<file path="config.mk">
export PLATFORM = sky130hd
export DESIGN_NAME = hbs_sequencer
export DESIGN_NICKNAME = d
export VERILOG_FILES = /design/src/core/hbs_pkg.sv /design/src/core/hbs_tick.sv /design/src/core/hbs_sequencer.sv
export SDC_FILE = /design/constraint.sdc
export NUM_CORES = 1
export LEC_CHECK = 0
export BUFFER_PORTS_ARGS = -buffer_cell sky130_fd_sc_hd__buf_2
export CORE_UTILIZATION = 33
export DETAILED_ROUTE_END_ITERATION = 6
export GPL_TIMING_DRIVEN = 0
export SETUP_SLACK_MARGIN = 0.5
export SLEW_MARGIN = 25
export SYNTH_ARGS = -nofsm -noshare
export SYNTH_HDL_FRONTEND = slang
export SYNTH_SLANG_ARGS = --single-unit
</file>
<file path="constraint.sdc">
create_clock -name core_clk -period 3.1 [get_ports core_clk]
set_clock_uncertainty 0.15 [all_clocks]
set_input_delay 0.31 -clock core_clk [delete_from_list [all_inputs] [get_ports core_clk]]
set_output_delay 0.31 -clock core_clk [all_outputs]
set_load 0.02 [all_outputs]
</file>
<file path="src/core/hbs_pkg.sv">
// Package for the holding brake sequencer: timing, widths, states.
// Assumes a single 10 MHz core clock; delays are set in ms and s.
// Summary of operation
// Dedicated output releases brake on enable
// Speed setpoint forced zero during run delay
// Setpoints and starts ignored until run delay ends
// Torque mode bypasses run and stop delays; code still applies the run delay after an auto-brake restart, and the stop delay on a disable within it
// Disable first ramps speed setpoint to zero
// Near-zero speed engages brake, starts stop delay
// Stage stays active holding position during stop delay
// Stage switched off after stop delay expires
// Run and stop delays in ms, default zero
// Idle time elapsed engages brake, stage off
// Idle time set in seconds, default one
// Drive state stays enabled during automatic brake
// New positioning start re-activates stage itself
// Zero-speed threshold configurable; zero delay no wait
package hbs_pkg;
  // Clock rate and derived tick periods
  localparam int CLK_HZ        = 10_000_000;
  localparam int MS_PER_S      = 1000;
  localparam int TICK_MS       = 1;
  localparam int CYC_PER_MS    = CLK_HZ / MS_PER_S * TICK_MS;
  localparam int TICK_W        = 14;
  // Setting widths
  localparam int DLY_W         = 16;
  localparam int IDLE_W        = 8;
  localparam int SPD_W         = 16;
  // Reset defaults of settings
  localparam logic [DLY_W-1:0]  RUN_DLY_RST  = 16'h0000;
  localparam logic [DLY_W-1:0]  STOP_DLY_RST = 16'h0000;
  localparam logic [IDLE_W-1:0] IDLE_S_RST   = 8'h01;
  // Sequencer states, one-hot
  typedef enum logic [5:0] {
    HBS_OFF   = 6'h01,
    HBS_RUNDL = 6'h02,
    HBS_RUN   = 6'h04,
    HBS_RAMP  = 6'h08,
    HBS_STOPD = 6'h10,
    HBS_AUTO  = 6'h20
  } hbs_state_e;
endpackage

</file>
<file path="src/core/hbs_tick.sv">
// Millisecond tick divider for the brake sequencer.
// Assumes one core clock; emits a one-cycle enable every millisecond.
`timescale 1ns/1ps
module hbs_tick
  import hbs_pkg::*;
(
  // Clock and reset
  input  wire logic core_clk,
  input  wire logic rst_n,
  // Divider control and output
  input  wire logic clr,
  output logic      ms_tick
);
  typedef struct packed {
    logic [TICK_W-1:0] cnt;   // Cycle counter
    logic              tick;  // Registered tick
  } hbs_tick_s;

  hbs_tick_s st;
  hbs_tick_s next_st;

  // Count cycles, restart on clear
  always_comb begin
    next_st = st;
    next_st.tick = 1'b0;
    if (clr) begin
      next_st.cnt = '0;
    end else if (st.cnt == TICK_W'(CYC_PER_MS - 1)) begin
      next_st.cnt  = '0;
      next_st.tick = 1'b1;
    end else begin
      next_st.cnt = st.cnt + 1'b1;
    end
  end

  // Register state
  always_ff @(posedge core_clk or negedge rst_n) begin
    if (!rst_n) begin
      st <= '0;
    end else begin
      st <= next_st;
    end
  end

  assign ms_tick = st.tick;
endmodule // hbs_tick

</file>
<file path="src/core/hbs_sequencer.sv">
// Holding brake sequencer: enable/disable brake timing, auto brake.
// Assumes synchronous inputs on core_clk; settings are static ports.
// Brake output high releases the brake; low lets the spring engage it.
// All delays count a shared 1 ms tick that restarts on each state change.
`timescale 1ns/1ps
module hbs_sequencer
  import hbs_pkg::*;
(
  // Clock and reset
  input  wire logic              core_clk,
  input  wire logic              rst_n,
  // Drive control
  input  wire logic              drive_enable,
  input  wire logic              torque_mode,
  input  wire logic              auto_brake_en,
  // Motion control side
  input  wire logic signed [SPD_W-1:0] speed_set_in,
  input  wire logic              pos_start_in,
  input  wire logic signed [SPD_W-1:0] speed_act,
  input  wire logic              axis_moving,
  // Settings
  input  wire logic [DLY_W-1:0]  run_delay_ms,
  input  wire logic [DLY_W-1:0]  stop_delay_ms,
  input  wire logic [IDLE_W-1:0] idle_time_s,
  input  wire logic [SPD_W-1:0]  zero_speed_thr,
  // Outputs
  output logic signed [SPD_W-1:0] speed_set_out,
  output logic                   pos_start_out,
  output logic                   hold_position,
  output logic                   stage_on,
  output logic                   brake_release,
  output logic                   drive_enabled
);
  // Whole sequencer state in one register; outputs are fields of it,
  // so every output comes straight from a flip-flop and never glitches.
  // The ms counter is shared by run delay and stop delay.
  typedef struct packed {
    hbs_state_e        state;     // Sequencer state
    logic [DLY_W-1:0]  ms_cnt;    // Elapsed ms in delay
    logic [DLY_W-1:0]  idle_ms;   // Elapsed ms within idle second
    logic [IDLE_W-1:0] idle_s;    // Elapsed idle seconds
    logic signed [SPD_W-1:0] spd; // Setpoint output
    logic              start;     // Start pulse output
    logic              hold;      // Position hold output
    logic              stage;     // Output stage on
    logic              brk;       // Brake released
    logic              en_rep;    // Reported enabled state
  } hbs_seq_s;

  hbs_seq_s st;
  hbs_seq_s next_st;
  logic     ms_tick;   // One-ms enable
  logic     tick_clr;  // Restart divider at delay start

  // Absolute value compare against zero-speed threshold
  // Most negative speed yields 16'h8000, so it never wraps to zero
  function automatic logic is_still(input logic signed [SPD_W-1:0] v,
                                    input logic [SPD_W-1:0] thr);
    logic [SPD_W-1:0] mag;
    mag = v[SPD_W-1] ? SPD_W'(-v) : v;
    return mag <= thr;
  endfunction

  // Delay done test; zero setting means no wait
  // Counter saturates, so the compare never misses a long setting
  function automatic logic dly_done(input logic [DLY_W-1:0] cnt,
                                    input logic [DLY_W-1:0] lim);
    return cnt >= lim;
  endfunction

  // Millisecond enable shared by all delay and idle timers
  hbs_tick u_tick (
    .core_clk (core_clk),
    .rst_n    (rst_n),
    .clr      (tick_clr),
    .ms_tick  (ms_tick)
  );

  // Divider restarts whenever a timed state is entered
  assign tick_clr = (next_st.state != st.state);

  // Next-state and output logic
  always_comb begin
    next_st = st;
    next_st.start = 1'b0;
    // Count elapsed ms; hold at all ones instead of wrapping
    if (ms_tick && st.ms_cnt != '1) begin
      next_st.ms_cnt = st.ms_cnt + 1'b1;
    end
    case (st.state)
      // Idle: stage off, brake engaged, nothing reported enabled.
      // An enable releases the brake at once; torque mode skips the
      // run delay because torque setpoints need no standstill.
      HBS_OFF: begin
        next_st.stage  = 1'b0;
        next_st.brk    = 1'b0;
        next_st.hold   = 1'b0;
        next_st.en_rep = 1'b0;
        next_st.spd    = '0;
        if (drive_enable) begin
          next_st.stage  = 1'b1;
          next_st.brk    = 1'b1;
          next_st.en_rep = 1'b1;
          next_st.ms_cnt = '0;
          next_st.state  = torque_mode ? HBS_RUN : HBS_RUNDL;
        end
      end
      // Run delay: stage on, brake lifting, setpoint pinned at zero.
      // Starts are dropped here, not queued, so a stale start never
      // launches a move after the delay.
      HBS_RUNDL: begin
        next_st.spd = '0;
        if (!drive_enable) begin
          next_st.state = HBS_RAMP;
        end else if (dly_done(st.ms_cnt, run_delay_ms)) begin
          next_st.state = HBS_RUN;
        end
      end
      // Running: setpoints and starts pass with one cycle of latency.
      // Disable ramps to zero first; in torque mode it ends at once.
      // The idle timer counts whole seconds of standstill on ms ticks
      // while the automatic brake is allowed.
      HBS_RUN: begin
        next_st.spd   = speed_set_in;
        next_st.start = pos_start_in;
        next_st.hold  = 1'b0;
        if (!drive_enable) begin
          next_st.spd   = '0;
          next_st.state = torque_mode ? HBS_OFF : HBS_RAMP;
        end else if (auto_brake_en && axis_moving) begin
          // Motion while the automatic brake is allowed restarts the idle timer
          next_st.idle_ms = '0;
          next_st.idle_s  = '0;
        end else if (auto_brake_en && ms_tick) begin
          if (st.idle_ms == DLY_W'(MS_PER_S - 1)) begin
            next_st.idle_ms = '0;
            next_st.idle_s  = st.idle_s + 1'b1;
          end else begin
            next_st.idle_ms = st.idle_ms + 1'b1;
          end
        end
        // Automatic brake: only when still, with no start pending, so
        // a start in the same cycle wins and the move is not lost.
        // Setpoint drops to zero as the stage goes off.
        if (drive_enable && auto_brake_en && !pos_start_in
            && !axis_moving
            && st.idle_s >= idle_time_s) begin
          next_st.brk   = 1'b0;
          next_st.stage = 1'b0;
          next_st.spd   = '0;
          next_st.state = HBS_AUTO;
        end
      end
      // Ramp: setpoint zero, stage kept on until the measured speed
      // is inside the standstill band; then the brake engages and the
      // stop delay starts from a fresh ms count.
      HBS_RAMP: begin
        next_st.spd = '0;
        if (is_still(speed_act, zero_speed_thr)) begin
          next_st.brk    = 1'b0;
          next_st.hold   = 1'b1;
          next_st.ms_cnt = '0;
          next_st.state  = HBS_STOPD;
        end
      end
      // Stop delay: brake engaged, stage still on and holding the
      // present position while the brake builds torque; the stage
      // goes off only once the delay has run out.
      HBS_STOPD: begin
        next_st.spd  = '0;
        next_st.hold = 1'b1;
        if (dly_done(st.ms_cnt, stop_delay_ms)) begin
          next_st.stage = 1'b0;
          next_st.hold  = 1'b0;
          next_st.state = HBS_OFF;
        end
      end
      // Automatic brake: stage off but the drive still reports enabled.
      // A start re-energises the stage and runs the run delay again;
      // a disable goes straight to idle as the brake is already on.
      HBS_AUTO: begin
        next_st.spd    = '0;
        next_st.en_rep = 1'b1;
        if (!drive_enable) begin
          next_st.state = HBS_OFF;
        end else if (pos_start_in) begin
          next_st.stage   = 1'b1;
          next_st.brk     = 1'b1;
          next_st.idle_ms = '0;
          next_st.idle_s  = '0;
          next_st.ms_cnt  = '0;
          next_st.state   = HBS_RUNDL;
        end
      end
      // Illegal code recovers to idle
      default: begin
        next_st.state = HBS_OFF;
      end
    endcase
    // Idle timer only lives in RUN and AUTO; clear it everywhere else
    // so a later enable never inherits an old standstill count.
    if (st.state != HBS_RUN && st.state != HBS_AUTO) begin
      next_st.idle_ms = '0;
      next_st.idle_s  = '0;
    end
  end

  // Register state; reset lands in idle with brake engaged
  always_ff @(posedge core_clk or negedge rst_n) begin
    if (!rst_n) begin
      st <= '{state: HBS_OFF, default: '0};
    end else begin
      st <= next_st;
    end
  end

  // Outputs straight from flip-flops
  assign speed_set_out = st.spd;
  assign pos_start_out = st.start;
  assign hold_position = st.hold;
  assign stage_on      = st.stage;
  assign brake_release = st.brk;
  assign drive_enabled = st.en_rep;
endmodule // hbs_sequencer

</file>
# == Word-level counts from Yosys, hierarchy flattened ==
# Cells that the tools add are included.
# Widths: inputs -> output; s select.
# word_totals
regBits,82
word_cells,108
# classes
addsub,5
n_lt_le_gt_ge,4
eq_ne,22
mux,42
n_reduce_logical,23
# op_table
operator,count
$mux 24,4
$mux 16,5
$pmux 16 s3,1
$pmux 24 s2,1
$mux 46,1
$mux 22,2
$mux 40,1
$mux 6,6
$pmux 6 s6,1
$add 16x1->16 const B,2
$ge 16x16->1,2
$pmux 16 s2,1
$mux 14,2
$eq 16x10->1 const B,1
$le 16x16->1,1
$ne 16x16->1 const B,1
$neg 16->16,1
$reduce_and 5->1,3
$add 14x1->14 const B,1
$eq 14x14->1 const B,1
$ne 2x2->1 const B,5
$ne 3x3->1 const B,3
$add 8x1->8 const B,1
$ge 8x8->1,1
27 further kinds,48

# == Longest topological paths before layout ==
# depth
word_depth,8
ltp_mapped,14

# == Modules after synthesis ==
# From an unflattened synthesis, not the netlist that was laid out.
# hier_totals
cells_unflattened,689
hier_area_um2,5972.0
# modules_own_cells
module,instances,cells_each,area_each_um2,seq_area_each_um2
hbs_sequencer,1,617,5221.3,1677.9
hbs_tick,1,72,750.7,375.4

# == Least setup slack after synthesis ==
# OpenSTA, ideal clock, no wires.
# synth_timing
path_type,in2reg
startpoint,input speed_act[3]
endpoint,register u_tick.st[12] in the netlist's numbering
setup_time_ps,134
arrival_ps,4102
required_ps,2816
setup_slack_ps,-1286
cell_stages,14
cell_sequence,or4_4 -> or3_4 -> or3_1 -> or3_4 -> o31ai_4 -> xnor2_1 -> ha_1 -> nand4_1 -> or2_2 -> or4_1 -> nor2b_1 -> a21oi_1 -> buf_2 -> nor4_1
# synth_lines
item,line,text
"start, declared",hbs_sequencer.sv:19,"input wire logic signed [SPD_W-1:0] speed_act,"
"end signal, assigned",hbs_tick.sv:41,st <= next_st;
"end, declared",hbs_tick.sv:19,hbs_tick_s st;

==> results.py <==
metrics = {
    "min_path": {
        "holdPathEnd": "speed_set_out[0]",
        "hold_path_startpoint": "speed_set_in[0]",
        "hold_path_class": "primary input to flip-flop",
        "worst_hold_stages": 2,
    },
    "critical_path": {
        "timing.critical_path.fanout_max": 5,
        "path_cells": "buf_8 > or4_4 > or3_4 > or3_4 > or4_4 > nand2_2 > xnor2_1 > ha_1 > nand4_1 > or2_4 > or4_4 > nor2b_4 > a21oi_4 > buf_6 > nor4_1",
        "worst_setup_path_end_kind": "flip-flop",
        "critPathMostFrequentCell": "sky130_fd_sc_hd__or4_4",
        "worst_setup_path_start_kind": "primary input",
        "worst-endpoint-arrival_ps": 4010,
        "rr_worst_depth": 8,
        "critPathMaxStageDelay_ps": 520,
        "cp_data_required_time_ps": 3140,
        "slowest_stage": "sky130_fd_sc_hd__or4_4",
        "regToRegSetupSlack_ps": -210,
        "r2r_end": "u_tick.st[2]",
        "path_class": "primary input to flip-flop",
        "rr_startpoint": "st[58]",
    },
    "detailed_routing": {
        "drc": 0,
        "antenna_violating_nets_post_route": 0,
        "wl_per_cell_um": 14.0,
        "drt_pass1_iterations": 4,
        "vias": 5354,
        "avgViaCountPerCell": 5.10,
        "total_wire_length_um": 14700,
        "drt_first_iter_violations": 252,
    },
    "flow_run": {
        "max_cap_violations": 0,
    },
    "grt": {
        "first_global_vias": 5206,
        "track_usage": 0.170,
        "grt_max_degree": 53,
        "grt_antenna_before_repair": 0,
        "grt_overflow": 0,
        "grt_first_pass_wirelength_um": 24900,
    },
    "power": {
        "leakagePower_nw": 3.73,
        "pwr-share-seq": 0.329,
        "total_power_mw": 3.68,
        "internal_mw": 2.42,
        "peakVddDrop_mv": 0.304,
        "power_density_nw_per_um2": 480,
        "power.clock.fraction": 0.333,
        "power.switching_mw": 1.26,
        "switching_share": 0.342,
        "power.combinational.fraction": 0.337,
    },
    "placement": {
        "number_of_cells_after_detailed_placement": 1019,
        "gpl.final_weighted_congestion": 0.839,
        "dpl.hpwl_um": 10900,
        "worst_setup_slack_after_placement_ps": -1440,
        "buffer_ports.inserted": 114,
    },
    "synth": {
        "synth_edf_count": 0,
        "yosys.area_share.adder": 0.128,
        "synth_seq_area_share": 0.345,
        "synth.yosys.warnings": 0,
        "postSynthNetCount": 835,
        "ys_types": 56,
        "post-synth-top-area-cell": "sky130_fd_sc_hd__dfrtp_1",
        "yosys.area_share.xor_xnor": 0.0750,
        "multiplexer_area_fraction_after_synthesis": 0.00168,
        "top_area_cell_type_share_of_the_netlist_area": 0.340,
        "post_synth_instance_area_um2": 5960,
        "synth_top_flop_cell": "sky130_fd_sc_hd__dfrtp_1",
        "ys_seq_elements": 82,
        "synth-compound-area-share": 0.144,
        "synth_top_cells_by_area": "sky130_fd_sc_hd__dfrtp_1, sky130_fd_sc_hd__ha_1, sky130_fd_sc_hd__xnor2_1, sky130_fd_sc_hd__inv_1, sky130_fd_sc_hd__nand3_1",
        "syn_inst": 679,
        "synth_area_per_cell_um2": 8.77,
        "async_flop_share": 1.00,
        "area_fraction_in_and_or_nand_and_nor_cells_after_synthesis": 0.229,
        "dominant_combinational_cell_family_by_area_after_synthesis": "simple AND/OR/NAND/NOR gates",
    },
    "clock_network": {
        "clkLatencyLatePin_ps": 350,
        "ctsLongestPathBuffers": 2,
        "h_tree_depth": 3,
        "clk_pin_slew_worst_paths_ps": 60,
        "cts.root.buffer_cell": "sky130_fd_sc_hd__clkbuf_16",
        "tritoncts_clock_tree": "done",
        "cts.sink_count": 82,
        "cts_buffers": 9,
    },
    "timing": {
        "report.final.hold_viol_count": 0,
        "period_share": 1.28,
        "post-route-min-period_ps": 3970,
        "final-max-slew-violation-count": 0,
        "max_freq_mhz": 252,
        "setup_violations": 35,
        "slew_at_the_pin_closest_to_its_max_slew_limit_ps": 847,
        "rsz0062_at_grt": "yes",
        "layout_setup_ws_ps": -869,
        "timing.max_slew.rel_slack": 0.430,
    },
    "final_layout": {
        "finish.cell_count_without_fillers": 1049,
        "layout.cells.most_common_list": "sky130_fd_sc_hd__buf_2, sky130_fd_sc_hd__dfrtp_1, sky130_fd_sc_hd__inv_1, sky130_fd_sc_hd__ha_1",
        "layout_commonest_cell": "sky130_fd_sc_hd__buf_2",
        "area_growth_from_synthesis_to_layout_pct": 28.6,
        "antenna-diode-count": 0,
        "layout-drive-gt1-share": 0.275,
        "design.final.nets": 975,
    },
    "floorplanning": {
        "placeableCoreArea_um2": 17500,
        "io-pin-count": 116,
        "die_area_um2": 18600,
        "die_height_um": 136,
        "start_util": 0.341,
        "die_width_um": 136,
        "row_count": 48,
    },
    "run_status": {
        "run_status": "finished with violations",
        "failed_checks": "negative setup slack",
    },
}
## timing repair
item	4_1_cts	5_1_grt
resized for setup	47	23
hold endpoints to repair	30	0
buffers inserted	8	3
endpoints found under the setup margin	71	71
cloned	2	0
hold buffers	1	0
pin swaps	8	6
## area by class of cell
| class | count | area (um^2) |
|---|---|---|
| Clock inverter | 5 | 103 |
| Buffer | 37 | 241 |
| Sequential cell | 82 | 2050 |
| Inverter | 68 | 255 |
| Clock buffer | 11 | 233 |
| Tap cell | 225 | 282 |
| Fill cell | 1733 | 9820 |
| Timing Repair Buffer | 129 | 749 |
| Multi-Input combinational cell | 492 | 3740 |
## power groups by stage
stage                     clock (mW)  combinational [mW]  sequential [mW]
after floorplan                    0               0.713             1.25
after global placement             0                1.08             1.23
after detailed placement           0                1.08             1.23
after CTS                       1.26                1.20             1.21
after global routing            1.30                1.40             1.22
final                           1.22                1.24             1.21
## per-layer routing
| layer | up-vias | wire [um] | track usage |
|---|---|---|---|
| met5 | - | 0 | 0 |
| met3 | 17 | 577 | 0.0362 |
| met4 | 0 | 244 | 0.0494 |
| met2 | 102 | 6880 | 0.277 |
| met1 | 2530 | 7010 | 0.224 |
| li1 | 2705 | - | - |
## metrics by stage
step / hold slack [ps] / TNS [ps] / utilization / instance area [um^2]
2_1_floorplan: -136 / -29260 / - / 6050
3_3_place_gp: 320 / -46610 / 0.395 / 6910
3_5_place_dp: 66.6 / -46620 / 0.397 / 6940
4_1_cts: 22.3 / -29460 / 0.433 / 7560
5_1_grt: 29.6 / -32730 / 0.438 / 7660
6_report: 33.0 / -28720 / 0.438 / 7660
## worst max path at each step
stage,from,slack (ps),depth (start not counted),endpoint
after floorplan,speed_act[3],-940,14,u_tick.st[10]
after global placement,speed_act[3],-1450,14,st[47]
after detailed placement,speed_act[3],-1440,14,st[47]
after CTS,speed_act[3],-890,15,u_tick.st[8]
after global routing,speed_act[3],-980,17,st[47]
final,speed_act[3],-870,15,u_tick.st[12]
## sequential cells by signal (all words and copies together) (netlist names)
signal          cells
hold_position       1
stage_on            1
u_tick.st          14
st                 46
drive_enabled       1
u_tick.ms_tick      1
speed_set_out      16
brake_release       1
pos_start_out       1
## worst max-delay path, delay by kind of cell
family | cells | cell delay, ps
buffers and inverters | 2 | 260
adders and majority gates | 1 | 300
and+or+nand+nor | 10 | 2840
xor gates and xnor gates | 1 | 70
AOI/OAI and AO/OA | 1 | 220
## synthesized netlist by cell type (2+ instances only)
master,number
sky130_fd_sc_hd__a2bb2oi_1,3
sky130_fd_sc_hd__o311ai_0,2
sky130_fd_sc_hd__o22a_1,2
sky130_fd_sc_hd__xor2_1,17
sky130_fd_sc_hd__or4_1,4
sky130_fd_sc_hd__nor2b_1,8
sky130_fd_sc_hd__or3_1,4
sky130_fd_sc_hd__o2bb2ai_1,2
sky130_fd_sc_hd__a21o_1,3
sky130_fd_sc_hd__o21ai_0,33
sky130_fd_sc_hd__nand2_1,43
sky130_fd_sc_hd__nand3_1,34
sky130_fd_sc_hd__a2111oi_0,2
sky130_fd_sc_hd__clkbuf_1,18
sky130_fd_sc_hd__a22o_1,17
sky130_fd_sc_hd__nand4_1,16
sky130_fd_sc_hd__nor3_1,26
sky130_fd_sc_hd__buf_4,16
sky130_fd_sc_hd__inv_1,68
sky130_fd_sc_hd__or3_4,2
sky130_fd_sc_hd__a21oi_1,29
sky130_fd_sc_hd__nand2b_1,9
sky130_fd_sc_hd__o31ai_1,10
sky130_fd_sc_hd__a41oi_1,2
sky130_fd_sc_hd__xnor2_1,34
sky130_fd_sc_hd__nor4_1,20
sky130_fd_sc_hd__nor4b_1,12
sky130_fd_sc_hd__dfrtp_1,81
sky130_fd_sc_hd__ha_1,61
sky130_fd_sc_hd__o21a_1,5
sky130_fd_sc_hd__and3_1,20
sky130_fd_sc_hd__nand4b_1,2
sky130_fd_sc_hd__or2_2,3
sky130_fd_sc_hd__buf_2,3
sky130_fd_sc_hd__o211ai_1,3
sky130_fd_sc_hd__and4_1,3
sky130_fd_sc_hd__o211a_1,2
sky130_fd_sc_hd__nor2_1,42
## kinds of logic after synthesis
family	count (synthesis)
fa+ha+maj	61
xor+xnor	51
simple gates	253
buf+inv	105
mux	1
compound gates	126
flops	82
Power figures use the tool's default switching activity.
